`src/verilog/pfd_defines.svh`:
```
// register offsets, field positions, reset values and widths for pfd
`ifndef PFD_DEFINES_SVH
`define PFD_DEFINES_SVH
`define PFD_ADDR_W 4
`define PFD_DATA_W 8
`define PFD_OFS_CTRL 4'h0
`define PFD_OFS_PER_LO 4'h1
`define PFD_OFS_PER_HI 4'h2
`define PFD_OFS_FFA 4'h3
`define PFD_OFS_DBR 4'h4
`define PFD_OFS_DBF 4'h5
`define PFD_OFS_STR0 4'h6
`define PFD_OFS_STR1 4'h7
`define PFD_OFS_STAT 4'h8
`define PFD_CTRL_EN 0
`define PFD_CTRL_MODE_LO 1
`define PFD_CTRL_MODE_HI 3
`define PFD_CTRL_DBRE 4
`define PFD_CTRL_DBFE 5
`define PFD_CTRL_LD 6
`define PFD_STR1_HSMEN 0
`define PFD_STR1_LSMEN 1
`define PFD_RST_CTRL 8'h00
`define PFD_RST_PER 16'h0010
`define PFD_RST_BYTE 8'h00
`define PFD_RST_FFA 4'h0
`define PFD_RST_STR 6'h00
`define PFD_RST_STR1 2'h0
`define PFD_FFA_W 4
`define PFD_STR_W 6
`define PFD_OUT_A 0
`define PFD_OUT_B 1
`define PFD_OUT_C 2
`define PFD_OUT_D 3
`define PFD_OUT_E 4
`define PFD_OUT_F 5
`endif

```
`src/verilog/pfd_pkg.sv`:
```
// types shared by the pfd design files
package pfd_pkg;
  // output mode, one-hot field of the control register
  typedef enum logic [2:0] {
    PFD_MODE_FDC = 3'h1,
    PFD_MODE_FDC_COMPL = 3'h2,
    PFD_MODE_3PH = 3'h4
  } pfd_mode_e;
  typedef logic [7:0] pfd_byte_t;
endpackage

```
`src/verilog/pfd_deadband.sv`:
```
// rising and falling dead-band counter pair with overlap handling
`timescale 1ns/1ns
`default_nettype none
module pfd_deadband
  import pfd_pkg::*;
#(
  parameter int CNT_W = 8
) (
  // clock and reset
  input wire logic i_core_clk,
  input wire logic i_rst_b,
  // start pulses and enables
  input wire logic i_rise_start,
  input wire logic i_fall_start,
  input wire logic i_rise_en,
  input wire logic i_fall_en,
  // programmed times in clock cycles
  input wire logic [CNT_W-1:0] i_rise_time,
  input wire logic [CNT_W-1:0] i_fall_time,
  // count running flags
  output logic o_rise_busy,
  output logic o_fall_busy
);
  logic [CNT_W-1:0] rcnt_q, rcnt_d; // rising count
  logic [CNT_W-1:0] fcnt_q, fcnt_d; // falling count
  logic rbusy_q, rbusy_d;
  logic fbusy_q, fbusy_d;

  // next count values
  always_comb begin
    rcnt_d = rcnt_q;
    fcnt_d = fcnt_q;
    rbusy_d = rbusy_q;
    fbusy_d = fbusy_q;
    if (rbusy_q) begin
      if (rcnt_q == i_rise_time) begin
        rbusy_d = 1'b0;
      end else begin
        rcnt_d = rcnt_q + 1'b1;
      end
    end
    if (fbusy_q) begin
      if (fcnt_q == i_fall_time) begin
        fbusy_d = 1'b0;
      end else begin
        fcnt_d = fcnt_q + 1'b1;
      end
    end
    // rising event starts count
    // restart of a running count simply reloads it from zero
    if (i_rise_start) begin
      rbusy_d = 1'b1;
      rcnt_d = '0;
      fbusy_d = 1'b0;
    end
    if (i_fall_start) begin
      fbusy_d = 1'b1;
      fcnt_d = '0;
      rbusy_d = 1'b0;
    end
    if (!i_rise_en) begin
      rbusy_d = 1'b0;
    end
    if (!i_fall_en) begin
      fbusy_d = 1'b0;
    end
  end

  // count registers
  always_ff @(posedge i_core_clk or negedge i_rst_b) begin
    if (!i_rst_b) begin
      rcnt_q <= '0;
      fcnt_q <= '0;
      rbusy_q <= 1'b0;
      fbusy_q <= 1'b0;
    end else begin
      rcnt_q <= rcnt_d;
      fcnt_q <= fcnt_d;
      rbusy_q <= rbusy_d;
      fbusy_q <= fbusy_d;
    end
  end

  assign o_rise_busy = rbusy_q;
  assign o_fall_busy = fbusy_q;
endmodule
`default_nettype wire

```
`src/verilog/pfd_top.sv`:
```
// fixed-duty and 3-phase pwm output stage with dead band
// What this block does
// - fixed-duty toggles primary per period only
// - period event adds 4-bit adjust to accumulator
// - single drives A; complementary drives A,B
// - turn-on: complement off, step, dead band, on
// - turn-off: primary off, step, dead band, complement
// - turn-on uses rising, turn-off falling counter
// - 3-phase uses six outputs, one pair, no dead band
// - A/B phase1, C/D phase2, E/F phase3
// - steering value picks high/low active pair
// - undefined value uses lowest set bit
// - mod enables let side follow edge events
// - both enables clear: outputs held active
// - rising event activates, falling deactivates
// - separate 8-bit rising and falling counters
// - rising band delays primary after complement off
// - falling band delays complement after primary off
// - new band times load at period after request
// - band enables act immediately
// - band counters advance each clock
// - async events add up to one clock jitter
// - falling during rising count aborts, suppresses primary
// - rising during falling count aborts, suppresses complement
//
// Local design decisions: the register addresses and strobed register access.
`timescale 1ns/1ns
`default_nettype none
`include "pfd_defines.svh"
module pfd_top
  import pfd_pkg::*;
#(
  parameter int PER_W = 16,
  parameter int DB_W = 8
) (
  // clock and reset
  input wire logic i_core_clk,
  input wire logic i_rst_b,
  // register port
  input wire logic [`PFD_ADDR_W-1:0] i_addr,
  input wire logic [`PFD_DATA_W-1:0] i_wdata,
  input wire logic i_wr,
  input wire logic i_rd,
  output logic [`PFD_DATA_W-1:0] o_rdata,
  // asynchronous edge event pins
  input wire logic i_rise_evt,
  input wire logic i_fall_evt,
  // switch driver outputs
  output logic o_out_a_phase1_high,
  output logic o_out_b_phase1_low,
  output logic o_out_c_phase2_high,
  output logic o_out_d_phase2_low,
  output logic o_out_e_phase3_high,
  output logic o_out_f_phase3_low
);
  // software registers
  logic [`PFD_DATA_W-1:0] ctrl_q, ctrl_d; // pwm_control
  logic [PER_W-1:0] per_q, per_d; // period length
  logic [`PFD_FFA_W-1:0] ffa_q, ffa_d; // fractional_freq_adjust
  logic [DB_W-1:0] dbr_q, dbr_d; // rise_deadband_time, written
  logic [DB_W-1:0] dbf_q, dbf_d; // fall_deadband_time, written
  logic [DB_W-1:0] dbr_act_q, dbr_act_d; // rising time in use
  logic [DB_W-1:0] dbf_act_q, dbf_act_d; // falling time in use
  logic [`PFD_STR_W-1:0] str_q, str_d; // steering_select
  logic [1:0] str1_q, str1_d; // steering_control_1
  logic [`PFD_DATA_W-1:0] rdata_q, rdata_d;
  // event synchronisers and filtered levels
  logic [2:0] rsync_q, rsync_d;
  logic [2:0] fsync_q, fsync_d;
  logic rlvl_q, rlvl_d;
  logic flvl_q, flvl_d;
  // period engine
  logic [PER_W-1:0] pcnt_q, pcnt_d;
  logic [`PFD_FFA_W-1:0] acc_q, acc_d; // fractional_accumulator
  logic stretch_q, stretch_d;
  logic prim_q, prim_d; // primary level before dead band
  logic hmod_q, hmod_d; // high-side modulation level
  logic lmod_q, lmod_d; // low-side modulation level
  logic [5:0] out_q, out_d; // A..F registered outputs
  // combinational helpers
  logic enable, ld_req, dbre, dbfe, hsmen, lsmen;
  logic per_evt, rise_ev, fall_ev, rb, fb;
  logic db_rise_start, db_fall_start;
  logic [`PFD_FFA_W:0] acc_sum;
  pfd_mode_e mode;

  // lowest set steering bit picks the pair; bit0 high, bit1 low side
  // returns one-hot high-side index over A,C,E and low over B,D,F
  function automatic logic [5:0] steer_decode(
    input logic [`PFD_STR_W-1:0] sel, input logic hi, input logic lo);
    logic [5:0] r;
    r = 6'h00;
    // pairs A+D, A+F, C+F, C+B, E+B, E+D
    if (sel[0]) begin
      r[`PFD_OUT_A] = hi;
      r[`PFD_OUT_D] = lo;
    end else if (sel[1]) begin
      r[`PFD_OUT_A] = hi;
      r[`PFD_OUT_F] = lo;
    end else if (sel[2]) begin
      r[`PFD_OUT_C] = hi;
      r[`PFD_OUT_F] = lo;
    end else if (sel[3]) begin
      r[`PFD_OUT_C] = hi;
      r[`PFD_OUT_B] = lo;
    end else if (sel[4]) begin
      r[`PFD_OUT_E] = hi;
      r[`PFD_OUT_B] = lo;
    end else if (sel[5]) begin
      r[`PFD_OUT_E] = hi;
      r[`PFD_OUT_D] = lo;
    end
    return r;
  endfunction

  // control field decode
  always_comb begin
    enable = ctrl_q[`PFD_CTRL_EN];
    ld_req = ctrl_q[`PFD_CTRL_LD];
    dbre = ctrl_q[`PFD_CTRL_DBRE];
    dbfe = ctrl_q[`PFD_CTRL_DBFE];
    mode = pfd_mode_e'(ctrl_q[`PFD_CTRL_MODE_HI:`PFD_CTRL_MODE_LO]);
    hsmen = str1_q[`PFD_STR1_HSMEN];
    lsmen = str1_q[`PFD_STR1_LSMEN];
  end

  // event pins: three flops, a change counts once stages 2 and 3 agree
  // sampling adds up to one clock of jitter
  always_comb begin
    rsync_d = {rsync_q[1:0], i_rise_evt};
    fsync_d = {fsync_q[1:0], i_fall_evt};
    rlvl_d = (rsync_q[1] == rsync_q[2]) ? rsync_q[2] : rlvl_q;
    flvl_d = (fsync_q[1] == fsync_q[2]) ? fsync_q[2] : flvl_q;
    rise_ev = rlvl_d & ~rlvl_q;
    fall_ev = flvl_d & ~flvl_q;
  end

  // register writes, load handshake and read-back
  always_comb begin
    ctrl_d = ctrl_q;
    per_d = per_q;
    ffa_d = ffa_q;
    dbr_d = dbr_q;
    dbf_d = dbf_q;
    dbr_act_d = dbr_act_q;
    dbf_act_d = dbf_act_q;
    str_d = str_q;
    str1_d = str1_q;
    rdata_d = rdata_q;
    // pending request moves times in at a period event
    if (!enable || (ld_req && per_evt)) begin
      dbr_act_d = dbr_q;
      dbf_act_d = dbf_q;
    end
    // load request clears once served
    if (ld_req && per_evt) begin
      ctrl_d[`PFD_CTRL_LD] = 1'b0;
    end
    // a write in the same cycle wins over the hardware clear
    if (i_wr) begin
      unique case (i_addr)
        `PFD_OFS_CTRL: ctrl_d = i_wdata;
        `PFD_OFS_PER_LO: per_d[7:0] = i_wdata;
        `PFD_OFS_PER_HI: per_d[PER_W-1:8] = i_wdata[PER_W-9:0];
        `PFD_OFS_FFA: ffa_d = i_wdata[`PFD_FFA_W-1:0];
        `PFD_OFS_DBR: dbr_d = i_wdata[DB_W-1:0];
        `PFD_OFS_DBF: dbf_d = i_wdata[DB_W-1:0];
        `PFD_OFS_STR0: str_d = i_wdata[`PFD_STR_W-1:0];
        `PFD_OFS_STR1: str1_d = i_wdata[1:0];
        default: ; // unmapped writes are dropped
      endcase
    end
    // read data valid in the next cycle only
    rdata_d = `PFD_RST_BYTE;
    if (i_rd) begin
      unique case (i_addr)
        `PFD_OFS_CTRL: rdata_d = ctrl_q;
        `PFD_OFS_PER_LO: rdata_d = per_q[7:0];
        `PFD_OFS_PER_HI: rdata_d = per_q[PER_W-1:8];
        `PFD_OFS_FFA: rdata_d = {4'h0, ffa_q};
        `PFD_OFS_DBR: rdata_d = dbr_q;
        `PFD_OFS_DBF: rdata_d = dbf_q;
        `PFD_OFS_STR0: rdata_d = {2'h0, str_q};
        `PFD_OFS_STR1: rdata_d = {6'h00, str1_q};
        `PFD_OFS_STAT: rdata_d = {rb, fb, out_q};
        default: rdata_d = `PFD_RST_BYTE;
      endcase
    end
  end

  // period counter, accumulator and waveform levels
  always_comb begin
    pcnt_d = pcnt_q;
    acc_d = acc_q;
    stretch_d = stretch_q;
    prim_d = prim_q;
    hmod_d = hmod_q;
    lmod_d = lmod_q;
    per_evt = 1'b0;
    db_rise_start = 1'b0;
    db_fall_start = 1'b0;
    acc_sum = {1'b0, acc_q} + {1'b0, ffa_q};
    if (!enable) begin
      pcnt_d = '0;
      stretch_d = 1'b0;
      prim_d = 1'b0;
      hmod_d = 1'b0;
      lmod_d = 1'b0;
    end else if (pcnt_q == per_q) begin
      // overflow holds the count one extra clock
      if (stretch_q) begin
        stretch_d = 1'b0;
      end else begin
        per_evt = 1'b1;
        pcnt_d = '0;
      end
    end else begin
      pcnt_d = pcnt_q + 1'b1;
    end
    unique case (mode)
      PFD_MODE_FDC, PFD_MODE_FDC_COMPL: begin
        // toggle at period, edge events ignored
        if (per_evt) begin
          prim_d = ~prim_q;
          acc_d = acc_sum[`PFD_FFA_W-1:0];
          stretch_d = acc_sum[`PFD_FFA_W];
          if (mode == PFD_MODE_FDC_COMPL) begin
            db_rise_start = ~prim_q & dbre;
            db_fall_start = prim_q & dbfe;
          end
        end
      end
      PFD_MODE_3PH: begin
        // rising sets, falling clears
        // a falling event in the same clock has the last word
        if (rise_ev) begin
          hmod_d = 1'b1;
          lmod_d = 1'b1;
        end
        if (fall_ev) begin
          hmod_d = 1'b0;
          lmod_d = 1'b0;
        end
      end
      default: prim_d = 1'b0; // illegal mode code keeps outputs off
    endcase
  end

  pfd_deadband #(
    .CNT_W(DB_W)
  ) u_deadband (
    .i_core_clk(i_core_clk),
    .i_rst_b(i_rst_b),
    .i_rise_start(db_rise_start),
    .i_fall_start(db_fall_start),
    .i_rise_en(dbre),
    .i_fall_en(dbfe),
    .i_rise_time(dbr_act_q),
    .i_fall_time(dbf_act_q),
    .o_rise_busy(rb),
    .o_fall_busy(fb)
  );

  // output steering per mode; every pin is registered below
  always_comb begin
    out_d = 6'h00;
    if (enable) begin
      unique case (mode)
        PFD_MODE_FDC: out_d[`PFD_OUT_A] = prim_q;
        PFD_MODE_FDC_COMPL: begin
          out_d[`PFD_OUT_A] = prim_q & ~rb & ~db_rise_start;
          out_d[`PFD_OUT_B] = ~prim_q & ~fb & ~db_fall_start;
        end
        PFD_MODE_3PH: begin
          // both clear holds the rising state
          out_d = steer_decode(str_q, hsmen ? hmod_q : 1'b1,
                               lsmen ? lmod_q : 1'b1);
        end
        default: out_d = 6'h00;
      endcase
    end
  end

  // all state registers
  always_ff @(posedge i_core_clk or negedge i_rst_b) begin
    if (!i_rst_b) begin
      ctrl_q <= `PFD_RST_CTRL;
      per_q <= `PFD_RST_PER;
      ffa_q <= `PFD_RST_FFA;
      dbr_q <= `PFD_RST_BYTE;
      dbf_q <= `PFD_RST_BYTE;
      dbr_act_q <= `PFD_RST_BYTE;
      dbf_act_q <= `PFD_RST_BYTE;
      str_q <= `PFD_RST_STR;
      str1_q <= `PFD_RST_STR1;
      rdata_q <= `PFD_RST_BYTE;
      rsync_q <= 3'h0;
      fsync_q <= 3'h0;
      rlvl_q <= 1'b0;
      flvl_q <= 1'b0;
      pcnt_q <= '0;
      acc_q <= `PFD_RST_FFA;
      stretch_q <= 1'b0;
      prim_q <= 1'b0;
      hmod_q <= 1'b0;
      lmod_q <= 1'b0;
      out_q <= 6'h00;
    end else begin
      ctrl_q <= ctrl_d;
      per_q <= per_d;
      ffa_q <= ffa_d;
      dbr_q <= dbr_d;
      dbf_q <= dbf_d;
      dbr_act_q <= dbr_act_d;
      dbf_act_q <= dbf_act_d;
      str_q <= str_d;
      str1_q <= str1_d;
      rdata_q <= rdata_d;
      rsync_q <= rsync_d;
      fsync_q <= fsync_d;
      rlvl_q <= rlvl_d;
      flvl_q <= flvl_d;
      pcnt_q <= pcnt_d;
      acc_q <= acc_d;
      stretch_q <= stretch_d;
      prim_q <= prim_d;
      hmod_q <= hmod_d;
      lmod_q <= lmod_d;
      out_q <= out_d;
    end
  end

  // outputs straight from flops
  assign o_rdata = rdata_q;
  assign o_out_a_phase1_high = out_q[`PFD_OUT_A];
  assign o_out_b_phase1_low = out_q[`PFD_OUT_B];
  assign o_out_c_phase2_high = out_q[`PFD_OUT_C];
  assign o_out_d_phase2_low = out_q[`PFD_OUT_D];
  assign o_out_e_phase3_high = out_q[`PFD_OUT_E];
  assign o_out_f_phase3_low = out_q[`PFD_OUT_F];
endmodule
`default_nettype wire
```
`config.mk`:
```
export PLATFORM = sky130hd
export DESIGN_NAME = pfd_top
export DESIGN_NICKNAME = d
export VERILOG_FILES = /design/src/verilog/pfd_pkg.sv /design/src/verilog/pfd_deadband.sv /design/src/verilog/pfd_top.sv
export VERILOG_INCLUDE_DIRS = /design/src /design/src/verilog
export SDC_FILE = /design/constraint.sdc
export NUM_CORES = 1
export LEC_CHECK = 0
export ABC_AREA = 0
export ABC_CLOCK_PERIOD_IN_PS = 6100
export BUFFER_PORTS_ARGS = -buffer_cell sky130_fd_sc_hd__buf_2
export CORE_ASPECT_RATIO = 1.25
export CORE_UTILIZATION = 61
export DETAILED_ROUTE_END_ITERATION = 16
export PLACE_DENSITY = 0.86
export SLEW_MARGIN = 20
export SYNTH_ARGS = -nofsm -noshare
export SYNTH_HDL_FRONTEND = slang
export SYNTH_SLANG_ARGS = --single-unit
```
`constraint.sdc`:
```
create_clock -name i_core_clk -period 6.1 [get_ports i_core_clk]
set_input_delay 1.525 -clock i_core_clk [delete_from_list [all_inputs] [get_ports i_core_clk]]
set_output_delay 1.525 -clock i_core_clk [all_outputs]
set_load 0.01 [all_outputs]
```
==> results_dict.tcl <==
set metrics [dict create \
    status "complete, no violations" \
    cts_tree "built" \
    endpoint_kind "flip-flop" \
    met1_usage_pct 39.1 \
    final.setup.tns_ns 0 \
    syn_area_um2 6630 \
    track_usage_pct 31.5 \
    whs_ns 0.352 \
    grt_pass1_vias 5046 \
    wl_per_cell_um 20.9 \
    initial_core_util_pct 62.8 \
    drt-pass1-iter-count 6 \
    synthToLayoutAreaGrowth_pct 14.3 \
    cp-start-kind "flip-flop" \
    postCtsHoldBufs 0 \
    critPathLaunch "pcnt_q[9]" \
    dieHeight_um 119 \
    cp_max_fo 33 \
    p_clk_share_pct 44.2 \
    grt_overflow 0 \
    p_sw_uw 756 \
    top_usage_layer "met2" \
    io_pins 32 \
    pwr_density_cell_nw_per_um2 375 \
    path_clk_slew_ns 0.06 \
    async_flop_share_pct 100 \
    syn_area_per_cell_um2 11.0 \
    grt_pass1_wl_um 26400 \
    synth-edff-count 0 \
    num_vias 5029 \
    vdd_drop_max_mv 0.195 \
    final_common_cell "dfrtp_1" \
    fin_area_um2 7580 \
    timing.final.ws_setup_ns 2.75 \
    gp_congestion 0.958 \
    fmax_mhz 298 \
    port_buffers 31 \
    max_slew_margin_pct 28.4 \
    ys_warn_count 0 \
    grt_max_degree 82 \
    rows 42 \
    min_period_over_period_pct 55.0 \
    wirelength_um 16300 \
    p_int_uw 2090 \
    skew_ns 0.00506 \
    drive_above_1_share_pct 22.7 \
    drc 0 \
    holdCritStartpoint "fsync_q[0]" \
    swShare_pct 26.6 \
    antenna_found_initial 0 \
    antenna_cells 0 \
    met2_usage_pct 50.7 \
    synth_cell_types 62 \
    layout_common_cells "dfrtp_1, mux2_2, nand2_1" \
    synth-seq-area-share_pct 49.8 \
    timing.rr.start "pcnt_q[9]" \
    setup_violations 0 \
    drt_iter0_drc 420 \
    cp.required_ns 6.41 \
    dp_slack_ns 2.62 \
    critPathKind "flip-flop to flip-flop" \
    syn_inst 605 \
    synth_flop_cell "dfrtp_1" \
    use_met3_pct 7.34 \
    hold_viol 0 \
    seqPwrFrac_pct 41.3 \
    synth_nets 631 \
    synth-seq-cells 132 \
    dp_hpwl_um 10900 \
    design.core.area_um2 10600 \
    min_period_ns 3.35 \
    final_antenna_net_count 0 \
    cts_resized 0 \
    htreeDepth 4 \
    hp-class "flip-flop to flip-flop" \
    rsz0062_at_grt "no" \
    insertion_delay_ns 0.43 \
    final_util_pct 71.8 \
    cts_setup_buffers 0 \
    drv_cap 0 \
    tightest_slew_ns 1.07 \
    worstPathArrival_ns 3.66 \
    clk_path_buf_depth 2 \
    leakage_uw 0.00344 \
    cts_root_buffer "clkbuf_16" \
    slew_violations 0 \
    nets 660 \
    die_area_um2 11300 \
    cts_buffers 17 \
    routed_via_density 6.46 \
    cts_num_sinks 132 \
    placed_cell_area_um2 6850 \
    p_comb_share_pct 14.5 \
    die_x_um 95.3 \
]
==> critical path: stages, from the launching register on <==
cell and delay, ns:
dfrtp_1 0.46, xor2_1 0.20, nor4_1 0.40, nand4_2 0.74, o31ai_4 0.99, mux2_2 0.43
==> logic make-up after synthesis <==
kind of cell | count (synthesis) | synth area share (%)
xor+xnor | 48 | 6.34
mux | 87 | 15.0
compound gates | 96 | 9.24
buf+inv | 37 | 2.55
flops | 132 | 49.8
simple gates | 195 | 15.1
fa+ha+maj | 10 | 1.92
==> area by class of cell <==
class,instances,area (um2)
flip-flops and latches,132,3300
inverters,15,56.3
repair buffers,32,169
multi-input cells,436,3160
clock buffers,19,453
well taps,132,165
fillers,686,2980
clock inverters,13,275
==> power by group through the flow <==
stage	registers, uW	clock network, uW	logic, uW
6_report	1180	1260	412
5_1_grt	1190	1300	451
4_1_cts	1170	1260	411
3_5_place_dp	1180	0	398
3_3_place_gp	1170	0	378
2_1_floorplan	1110	0	321
==> state kept, by name (all words and copies together) (netlist names), 8 cells and up <==
| register | cells |
|---|---|
| pcnt_q | 16 |
| per_q | 16 |
| ctrl_q | 8 |
| dbf_act_q | 8 |
| dbf_q | 8 |
| dbr_act_q | 8 |
| dbr_q | 8 |
| o_rdata | 8 |
| u_deadband.fcnt_q | 8 |
| u_deadband.rcnt_q | 8 |
==> worst paths after layout <==
kind                       slack (ns)                   end  cells after the start
hold reg to reg                  0.35            fsync_q[1]                      0
max in group asynchronous        3.79              dbr_q[6]                      2
min in group asynchronous        1.12  u_deadband.fcnt_q[4]                      1
hold / removal                   0.35            fsync_q[1]                      0
setup reg to reg                 2.75          dbf_act_q[3]                      5
setup / recovery                 2.75          dbf_act_q[3]                      5
==> through the flow <==
stage,power [uW],std cells
floorplan,1430,605
global placement,1550,747
detailed placement,1580,747
CTS,2840,779
global route,2940,779
finish,2850,779
==> metal layers <==
layer	share of wire (%)	wire length, um
met5	0	0
met2	50	8210
met1	40	6490
met4	4.5	727
met3	5.4	885
==> Yosys cell counts, types with 5 or more instances <==
cell type,instances,area (um2)
dfrtp_1,131,3280
mux2_2,68,766
nand2_1,52,195
nor2_1,47,176
o21ai_0,35,175
xor2_1,31,272
a21oi_1,17,85.1
xnor2_1,17,149
nand3_1,16,80.1
clkbuf_1,14,52.6
inv_1,14,52.6
mux2i_1,14,140
nand4_1,12,75.1
nor3_1,11,55.1
o211ai_1,9,67.6
nor4_1,8,50.1
ha_1,7,87.6
nor2b_1,7,43.8
nand3b_1,6,45.0
a31oi_1,5,31.3
and3_1,5,31.3
nand2b_1,5,31.3
nor3b_1,5,37.5
(Power assumes the default switching activity.)
